**src/pkg/rdsr_pkg.sv**
```systemverilog
// ======================================================
// receive readout constants
package rdsr_pkg;
   // ======================================================
   // bus geometry
   localparam int ADR_W = 12;
   localparam int DAT_W = 32;
   // register indices, byte address is four times the index
   localparam logic [ADR_W-1:0] REG_DATA_IDX = 12'h078;
   localparam logic [ADR_W-1:0] REG_STAT_IDX = 12'h07A;
   localparam logic [ADR_W-1:0] ADDR_DATA = 12'h1E0;
   localparam logic [ADR_W-1:0] ADDR_STAT = 12'h1E8;
   // local control, special character and fill level registers
   localparam logic [ADR_W-1:0] ADDR_CTRL = 12'h200;
   localparam logic [ADR_W-1:0] ADDR_SPEC = 12'h204;
   localparam logic [ADR_W-1:0] ADDR_LEVEL = 12'h208;
   localparam logic [DAT_W-1:0] CTRL_RST = 32'h0000_0000;
   localparam logic [DAT_W-1:0] SPEC_RST = 32'h0000_0000;
   localparam logic [DAT_W-1:0] READ_ZERO = 32'h0000_0000;
   // control fields
   localparam int CTL_ARM = 0;
   localparam int CTL_SEQ = 1;
   localparam int CTL_PAR_LO = 4;
   localparam int CTL_PAR_HI = 5;
   localparam logic [1:0] PAR_NONE = 2'h0;
   localparam logic [1:0] PAR_EVEN = 2'h1;
   localparam logic [1:0] PAR_ODD = 2'h2;
   localparam int LVL_HOLD_BIT = 8;
   // ======================================================
   // status entry layout: status in the high byte, data in the low byte
   localparam int ENT_W = 16;
   localparam int ST_LO = 8;
   localparam int ST_TIMEOUT = 7;
   localparam int ST_SC_HI = 6;
   localparam int ST_SC_LO = 4;
   localparam int ST_BREAK = 3;
   localparam int ST_PARITY = 2;
   localparam int ST_FRAME = 1;
   localparam int ST_OVERRUN = 0;
   localparam logic [2:0] SC_NONE = 3'h0;
   localparam logic [2:0] SC_ONE = 3'h1;
   localparam logic [2:0] SC_TWO = 3'h2;
   localparam logic [2:0] SC_THREE = 3'h3;
   localparam logic [7:0] ST_TIMEOUT_VAL = 8'h80;
   localparam logic [7:0] ZERO_BYTE = 8'h00;
   // ======================================================
   // depth and timing
   localparam int FIFO_DEPTH = 8;
   localparam int CLK_PERIOD_NS = 10;
   localparam int TIMEOUT_NS = 10000;
   localparam int TIMEOUT_CYC = TIMEOUT_NS / CLK_PERIOD_NS;
   // time-out watcher states
   typedef enum logic [1:0] {TO_IDLE, TO_COUNT, TO_DONE} rdsr_to_e;
endpackage

```
**src/logic/rdsr_entry_mem.sv**
```systemverilog
`timescale 1ns/1ps
// ======================================================
// entry store with registered read and write-through
module rdsr_entry_mem #(
   parameter int WIDTH = 16,
   parameter int DEPTH = 8,
   parameter int AW = 3
) (
   input wire logic clk,
   input wire logic we,
   input wire logic [AW-1:0] waddr,
   input wire logic [WIDTH-1:0] wdata,
   input wire logic [AW-1:0] raddr,
   output logic [WIDTH-1:0] rdata
);
   logic [WIDTH-1:0] mem [DEPTH];

   // the address width must reach every entry
   if (DEPTH < 1 || DEPTH > (1 << AW)) begin : g_bad_aw
      $error("address width too small for depth");
   end

   // write port
   always_ff @(posedge clk) begin
      if (we) begin
         mem[waddr] <= wdata;
      end
   end

   // forwarding keeps a fresh write visible on the next read
   always_ff @(posedge clk) begin
      if (we && waddr == raddr) begin
         rdata <= wdata;
      end else begin
         rdata <= mem[raddr];
      end
   end
endmodule

```
**src/logic/rdsr_readout.sv**
```systemverilog
`timescale 1ns/1ps
// ======================================================
// receive data and character status readout
// Overview of operation
// - data read returns next FIFO byte
// - data read pops data and status together
// - bit 7 flags empty FIFO time-out
// - time-out entry carries no character
// - time-out only when armed by enable
// - bits 6:4 give special match code
// - bit 2 flags parity mismatch
// - bit 1 flags zero stop bit, except on break
// - overrun drops char, flags last stored
// - all zero character marks break
// - ones with zero stop: framing
// - odd parity zero: break and parity
// - several error flags may coexist
// - overrun flag independent of others
module rdsr_readout #(
   parameter int DEPTH = rdsr_pkg::FIFO_DEPTH,
   parameter int TO_CYC = rdsr_pkg::TIMEOUT_CYC
) (
   input wire logic ref_clk,
   input wire logic srst,
   input wire logic wb_cyc_i,
   input wire logic wb_stb_i,
   input wire logic wb_we_i,
   input wire logic [rdsr_pkg::ADR_W-1:0] wb_adr_i,
   input wire logic [3:0] wb_sel_i,
   input wire logic [rdsr_pkg::DAT_W-1:0] wb_dat_i,
   output logic [rdsr_pkg::DAT_W-1:0] wb_dat_o,
   output logic wb_ack_o,
   input wire logic rx_char_valid,
   input wire logic [7:0] rx_char_data,
   input wire logic rx_parity_bit,
   input wire logic rx_stop_bit
);
   localparam int AW = $clog2(DEPTH);
   localparam int TO_W = $clog2(TO_CYC + 1);

   // ======================================================
   // elaboration checks
   if (DEPTH < 2 || (1 << AW) != DEPTH) begin : g_bad_depth
      $error("depth must be a power of two, at least two");
   end
   if (TO_CYC < 1) begin : g_bad_timeout
      $error("time-out must be at least one cycle");
   end

   logic [rdsr_pkg::DAT_W-1:0] ctrl_reg;
   logic [rdsr_pkg::DAT_W-1:0] spec_reg;
   logic [AW:0] wptr_reg;
   logic [AW:0] rptr_reg;
   logic [AW:0] count;
   logic fifo_full;
   logic fifo_empty;
   logic hold_valid_reg;
   logic [rdsr_pkg::ENT_W-1:0] hold_entry_reg;
   logic [7:0] prev_char_reg;
   logic prev_valid_reg;
   logic [rdsr_pkg::ENT_W-1:0] rd_entry;
   logic [rdsr_pkg::ENT_W-1:0] push_entry;
   logic push_en;
   logic drain;
   logic to_fire;
   logic bus_req;
   logic pop;
   logic [rdsr_pkg::DAT_W-1:0] rd_value;
   logic [1:0] par_mode;
   logic par_err;
   logic brk;
   logic frame;
   logic [2:0] sc_code;
   logic [7:0] new_status;
   logic [7:0] sc1;
   logic [7:0] sc2;
   logic [7:0] sc3;
   logic [7:0] sc4;
   rdsr_pkg::rdsr_to_e to_state_reg;
   logic [TO_W-1:0] to_cnt_reg;

   // ======================================================
   // bus decode
   assign bus_req = wb_cyc_i && wb_stb_i && !wb_ack_o;
   assign pop = bus_req && !wb_we_i && wb_adr_i == rdsr_pkg::ADDR_DATA && !fifo_empty;
   assign count = wptr_reg - rptr_reg;
   assign fifo_full = count == (AW + 1)'(DEPTH);
   assign fifo_empty = count == '0;

   // answer every access one cycle after it is presented
   always_ff @(posedge ref_clk) begin
      if (srst) begin
         wb_ack_o <= 1'b0;
      end else begin
         wb_ack_o <= bus_req;
      end
   end

   // read mux; writes to the readout registers are simply acknowledged
   always_comb begin
      rd_value = rdsr_pkg::READ_ZERO;
      unique case (wb_adr_i)
         rdsr_pkg::ADDR_DATA: begin
            if (!fifo_empty) begin
               rd_value[7:0] = rd_entry[7:0];
            end
         end
         rdsr_pkg::ADDR_STAT: begin
            if (!fifo_empty) begin
               rd_value[7:0] = rd_entry[rdsr_pkg::ENT_W-1:rdsr_pkg::ST_LO];
            end
         end
         rdsr_pkg::ADDR_CTRL: rd_value = ctrl_reg;
         rdsr_pkg::ADDR_SPEC: rd_value = spec_reg;
         rdsr_pkg::ADDR_LEVEL: begin
            rd_value[AW:0] = count;
            rd_value[rdsr_pkg::LVL_HOLD_BIT] = hold_valid_reg;
         end
         default: rd_value = rdsr_pkg::READ_ZERO;
      endcase
   end

   // read data register, zero after reset, holds the last read value between reads
   always_ff @(posedge ref_clk) begin
      if (srst) begin
         wb_dat_o <= rdsr_pkg::READ_ZERO;
      end else if (bus_req && !wb_we_i) begin
         wb_dat_o <= rd_value;
      end
   end

   // control registers with byte lanes
   always_ff @(posedge ref_clk) begin
      if (srst) begin
         ctrl_reg <= rdsr_pkg::CTRL_RST;
         spec_reg <= rdsr_pkg::SPEC_RST;
      end else if (bus_req && wb_we_i) begin
         for (int b = 0; b < 4; b++) begin
            if (wb_sel_i[b] && wb_adr_i == rdsr_pkg::ADDR_CTRL) begin
               ctrl_reg[b*8 +: 8] <= wb_dat_i[b*8 +: 8];
            end
            if (wb_sel_i[b] && wb_adr_i == rdsr_pkg::ADDR_SPEC) begin
               spec_reg[b*8 +: 8] <= wb_dat_i[b*8 +: 8];
            end
         end
      end
   end

   // ======================================================
   // character classification
   assign par_mode = ctrl_reg[rdsr_pkg::CTL_PAR_HI:rdsr_pkg::CTL_PAR_LO];
   assign sc1 = spec_reg[7:0];
   assign sc2 = spec_reg[15:8];
   assign sc3 = spec_reg[23:16];
   assign sc4 = spec_reg[31:24];

   // parity looks at its own bits, so it stacks with break or framing; framing excludes break
   always_comb begin
      par_err = (par_mode == rdsr_pkg::PAR_EVEN && ^{rx_char_data, rx_parity_bit})
         || (par_mode == rdsr_pkg::PAR_ODD && !(^{rx_char_data, rx_parity_bit}));
      brk = !rx_stop_bit && rx_char_data == rdsr_pkg::ZERO_BYTE
         && (par_mode == rdsr_pkg::PAR_NONE || !rx_parity_bit);
      frame = !rx_stop_bit && !brk;
   end

   // matching is skipped on any error so a damaged byte never triggers
   always_comb begin
      sc_code = rdsr_pkg::SC_NONE;
      if (!(par_err || brk || frame)) begin
         if (ctrl_reg[rdsr_pkg::CTL_SEQ]) begin
            if (prev_valid_reg && prev_char_reg == sc1 && rx_char_data == sc3) begin
               sc_code = rdsr_pkg::SC_ONE;
            end else if (prev_valid_reg && prev_char_reg == sc2 && rx_char_data == sc4) begin
               sc_code = rdsr_pkg::SC_TWO;
            end
         end else if (rx_char_data == sc1) begin
            sc_code = rdsr_pkg::SC_ONE;
         end else if (rx_char_data == sc2) begin
            sc_code = rdsr_pkg::SC_TWO;
         end else if (rx_char_data == sc3) begin
            sc_code = rdsr_pkg::SC_THREE;
         end
      end
   end

   assign new_status = {1'b0, sc_code, brk, par_err, frame, 1'b0};

   // previous character for sequence matching
   always_ff @(posedge ref_clk) begin
      if (srst) begin
         prev_char_reg <= rdsr_pkg::ZERO_BYTE;
         prev_valid_reg <= 1'b0;
      end else if (rx_char_valid) begin
         prev_char_reg <= rx_char_data;
         prev_valid_reg <= 1'b1;
      end
   end

   // ======================================================
   // holding register in front of the FIFO
   assign drain = hold_valid_reg && !fifo_full;

   always_ff @(posedge ref_clk) begin
      if (srst) begin
         hold_valid_reg <= 1'b0;
         hold_entry_reg <= '0;
      end else if (rx_char_valid && (!hold_valid_reg || drain)) begin
         hold_valid_reg <= 1'b1;
         hold_entry_reg <= {new_status, rx_char_data};
      end else if (rx_char_valid) begin
         hold_entry_reg[rdsr_pkg::ST_LO + rdsr_pkg::ST_OVERRUN] <= 1'b1;
      end else if (drain) begin
         hold_valid_reg <= 1'b0;
      end
   end

   // ======================================================
   // time-out watcher, counts idle cycles while nothing is buffered
   always_ff @(posedge ref_clk) begin
      if (srst) begin
         to_state_reg <= rdsr_pkg::TO_IDLE;
         to_cnt_reg <= '0;
      end else if (rx_char_valid) begin
         to_state_reg <= rdsr_pkg::TO_IDLE;
         to_cnt_reg <= '0;
      end else begin
         unique case (to_state_reg)
            rdsr_pkg::TO_IDLE: begin
               to_cnt_reg <= '0;
               if (ctrl_reg[rdsr_pkg::CTL_ARM] && fifo_empty && !hold_valid_reg) begin
                  to_state_reg <= rdsr_pkg::TO_COUNT;
               end
            end
            rdsr_pkg::TO_COUNT: begin
               if (!ctrl_reg[rdsr_pkg::CTL_ARM] || !fifo_empty || hold_valid_reg) begin
                  to_state_reg <= rdsr_pkg::TO_IDLE;
               end else if (to_fire) begin
                  to_state_reg <= rdsr_pkg::TO_DONE;
               end else begin
                  to_cnt_reg <= to_cnt_reg + 1'b1;
               end
            end
            rdsr_pkg::TO_DONE: begin
               to_cnt_reg <= '0;
            end
         endcase
      end
   end

   // one report per silence; a new character rearms it
   // empty time-out
   assign to_fire = to_state_reg == rdsr_pkg::TO_COUNT && ctrl_reg[rdsr_pkg::CTL_ARM]
      && fifo_empty && !hold_valid_reg && to_cnt_reg == TO_W'(TO_CYC - 1);

   // ======================================================
   // FIFO pointers and entry store
   // no data character
   assign push_entry = to_fire ? {rdsr_pkg::ST_TIMEOUT_VAL, rdsr_pkg::ZERO_BYTE}
      : hold_entry_reg;
   assign push_en = drain || to_fire;

   always_ff @(posedge ref_clk) begin
      if (srst) begin
         wptr_reg <= '0;
      end else if (push_en) begin
         wptr_reg <= wptr_reg + 1'b1;
      end
   end

   always_ff @(posedge ref_clk) begin
      if (srst) begin
         rptr_reg <= '0;
      end else if (pop) begin
         rptr_reg <= rptr_reg + 1'b1;
      end
   end

   rdsr_entry_mem #(.WIDTH(rdsr_pkg::ENT_W), .DEPTH(DEPTH), .AW(AW)) u_mem (
      .clk(ref_clk),
      .we(push_en),
      .waddr(wptr_reg[AW-1:0]),
      .wdata(push_entry),
      .raddr(rptr_reg[AW-1:0]),
      .rdata(rd_entry)
   );
endmodule

```
**config.mk**
```make
export PLATFORM = sky130hd
export DESIGN_NAME = rdsr_readout
export DESIGN_NICKNAME = d
export VERILOG_FILES = /design/src/pkg/rdsr_pkg.sv /design/src/logic/rdsr_entry_mem.sv /design/src/logic/rdsr_readout.sv
export SDC_FILE = /design/constraint.sdc
export NUM_CORES = 1
export LEC_CHECK = 0
export BUFFER_PORTS_ARGS = -buffer_cell sky130_fd_sc_hd__buf_4
export CORE_UTILIZATION = 30
export CTS_CLUSTER_SIZE = 20
export DETAILED_ROUTE_END_ITERATION = 12
export MAX_ROUTING_LAYER = met4
export SKIP_LAST_GASP = 1
export SYNTH_ARGS = -nofsm -noshare
export SYNTH_HDL_FRONTEND = slang
export SYNTH_HIERARCHICAL = 1
export SYNTH_SLANG_ARGS = --single-unit
```
**constraint.sdc**
```tcl
create_clock -name ref_clk -period 3.6 [get_ports ref_clk]
set_input_delay 0.72 -clock ref_clk [delete_from_list [all_inputs] [get_ports ref_clk]]
set_output_delay 0.72 -clock ref_clk [all_outputs]
set_load 0.1 [all_outputs]
```
==> metrics.yaml <==
place_area_mm2: 0.0131
synth_seq_area_share_pct: 57.4
multi_input_area_mm2: 0.00473
synthArstFlopShare_pct: 0
core_area_mm2: 0.0386
placement.io_buffers: 96
wire_per_inst_um: 18.4
critPathMaxFanout: 15
grt_pass1_wl_mm: 46.1
synth_cell_types: 64
path_cells: "inv_1, ha_1, inv_1, fa_1, nor3_1, buf_4, o2111ai_1, buf_4, and2_1"
critPathRequiredTime_ns: 3.85
finalNetCount: 1185
first_pass_iters: 6
internal-power_mw: 5.38
grt_pass1_vias: 7912
grt_overflow: 0
cts_buffers: 30
p_leak_nw: 4.96
period_share_pct: 83.8
avgViaCountPerCell: 4.95
max_freq_ghz: 0.332
synth-edff-count: 128
ys.flop_type: "dfxtp_1"
cts_tree: "yes"
critPathArrivalTime_ns: 3.27
htree_levels: 1
die_area_mm2: 0.0399
timing.hold.ws_ns: 0.428
drive_gt1_share_pct: 19.2
path_delay_family: "buffers and inverters"
final-hold-violation-count: 0
clockRootBuffer: "clkbuf_16"
synth_common_cells: "153 x nand2_1, 144 x dfxtp_1, 128 x edfxtp_1, 86 x nor2_1, 76 x a21oi_1"
synth.top_cells.by_area: "edfxtp_1 33%, dfxtp_1 25%, mux4_1 6.3%"
grt_max_degree: 87
pwr_density_cell_mw_per_mm2: 489
yosysTopAreaCellShare_pct: 32.8
synth_warnings: 6
clkTransAtPathRegs_ns: 0.06
slew_viol_final: 0
syn_area_mm2: 0.0117
num-fill-cells: 3806
p_total_mw: 6.93
power_frac_clock_pct: 45.6
start_util_pct: 30.4
design_area_mm2: 0.0142
pwr-share-seq_pct: 47.7
cpPeakStageDelay_ns: 0.52
clkSinkCount: 272
ys_ff_latch: 272
vdd_drop_max_v: 0.000323
regMostFlops: "u_mem/mem"
ant_nets: 0
ff_latch_area_mm2: 0.00673
initialDrtViolationCount: 586
syn_inst: 1001
die_x_um: 200
path_class: "flop to flop"
grt_use_total_pct: 15.6
vias: 8203
antenna_cells: 0
min-delay-path-class: "primary input to flop"
die_y_um: 200
slowest_stage: "dfxtp_1"
rsz0062_at_grt: "no"
place_ws_ns: 0.607
max-slew-margin-rel_pct: 38.9
pin_count: 97
power.switching_mw: 1.55
fp-row-count: 72
ctsHoldBuffers: 0
cts_setup_buffers: 0
antenna_found_initial: 0
cts_resized: 0
drc_errors: 0
avgSynthCellArea_um2: 11.7
yosysMostFrequentCell: "nand2_1"
setup_ws_ns: 0.584
status: "complete, no violations"
fin_tns_setup_ns: 0
finalClockSkew_ns: 0.0195
clk_path_buf_depth: 3
syn2layout_area_growth_pct: 20.8
cp-start-kind: "flop"
gp_congestion: 0.871
combPwrFrac_pct: 6.6
synth_top_area_cell: "edfxtp_1"
switching_share_pct: 22.4
max-cap-violations: 0
tightest_slew_ns: 0.916
worst-path-buf-inv: 4
clk-insertion-delay-late_ns: 0.55
critPathCaptureType: "flop"
largest_register_ffs: 128
routed_wirelength_mm: 30.5
setup_violations: 0
dpl.hpwl_mm: 20.7
fin_crit_ns: 3.02
power groups by stage:
| stage | Clock, mW | Sequential (mW) | Combinational, mW |
|---|---|---|---|
| finish | 3.16 | 3.31 | 0.460 |
| global placement | 0 | 3.37 | 0.457 |
| CTS | 3.22 | 3.31 | 0.464 |
| floorplan | 0 | 3.46 | 0.212 |
| global route | 3.35 | 3.31 | 0.494 |
| detailed placement | 0 | 3.37 | 0.463 |
tightest hold or removal path: stages:
cell and delay (ns):
buf_4 0.11, nand2_1 0.05, a21oi_1 0.05
layout by cell type, fill, tap and decap left out, drive strengths merged, types with 16 or more instances in the layout:
cell type / netlist / layout
dfxtp: 144 / 144
a221oi: 27 / 27
nor2: 86 / 86
nand2: 154 / 154
mux2: 16 / 16
xnor2: 33 / 33
clkbuf: 27 / 45
and2: 16 / 16
nand3: 17 / 17
xor2: 34 / 34
nor3: 40 / 40
a21oi: 78 / 78
edfxtp: 128 / 128
mux2i: 30 / 30
buf: 22 / 124
mux4: 32 / 32
metal layers:
layer  share of wire (%)  track usage, %  vias to the layer above
li1                    -               -                     3875
met1                  44            20.4                     4056
met2                  46            24.4                      228
met3                 7.4            2.92                       44
met4                 2.4            4.83                        0
met5                   0               -                        -
cell families (layout without fill, tap and decap cells):
logic type      count (synthesis)  count (layout)  share of synthesized area (%)
simple gates                  370             370                           14.9
flops                         272             272                           57.4
compound gates                142             142                           7.87
mux                            78              78                           11.1
xor+xnor                       68              68                           5.20
buf+inv                        63             193                           2.72
fa+ha+maj                       7               7                          0.811
other cells                     1               8                         0.0320
through the flow:
stage,util [%],std cells
floorplan,-,1008
global placement,34.0,1600
detailed placement,34.0,1600
CTS,36.7,1656
global route,36.7,1656
finish,36.7,1656
layout make-up:
class	count	area share [%]
inverter	13	0.344
multi-input combinational	673	33.4
timing repair buffer	124	6.75
clock buffer	45	6.56
clock inverter	11	0.910
sequential	272	47.5
tap	518	4.57
path summary, 6_finish.rpt:
| check | from | endpoint | slack, ns | cells past startpoint |
|---|---|---|---|---|
| worst max-delay path | wptr_reg[0] | u_mem/mem[7][8] | 0.58 | 9 |
| worst min-delay path | wb_dat_i[27] | ctrl_reg[27] | 0.43 | 3 |
| worst max register to register | wptr_reg[0] | u_mem/mem[7][8] | 0.58 | 9 |
| worst min register to register | rptr_reg[2] | flop | 0.43 | 0 |
(Power assumes the default switching activity.)
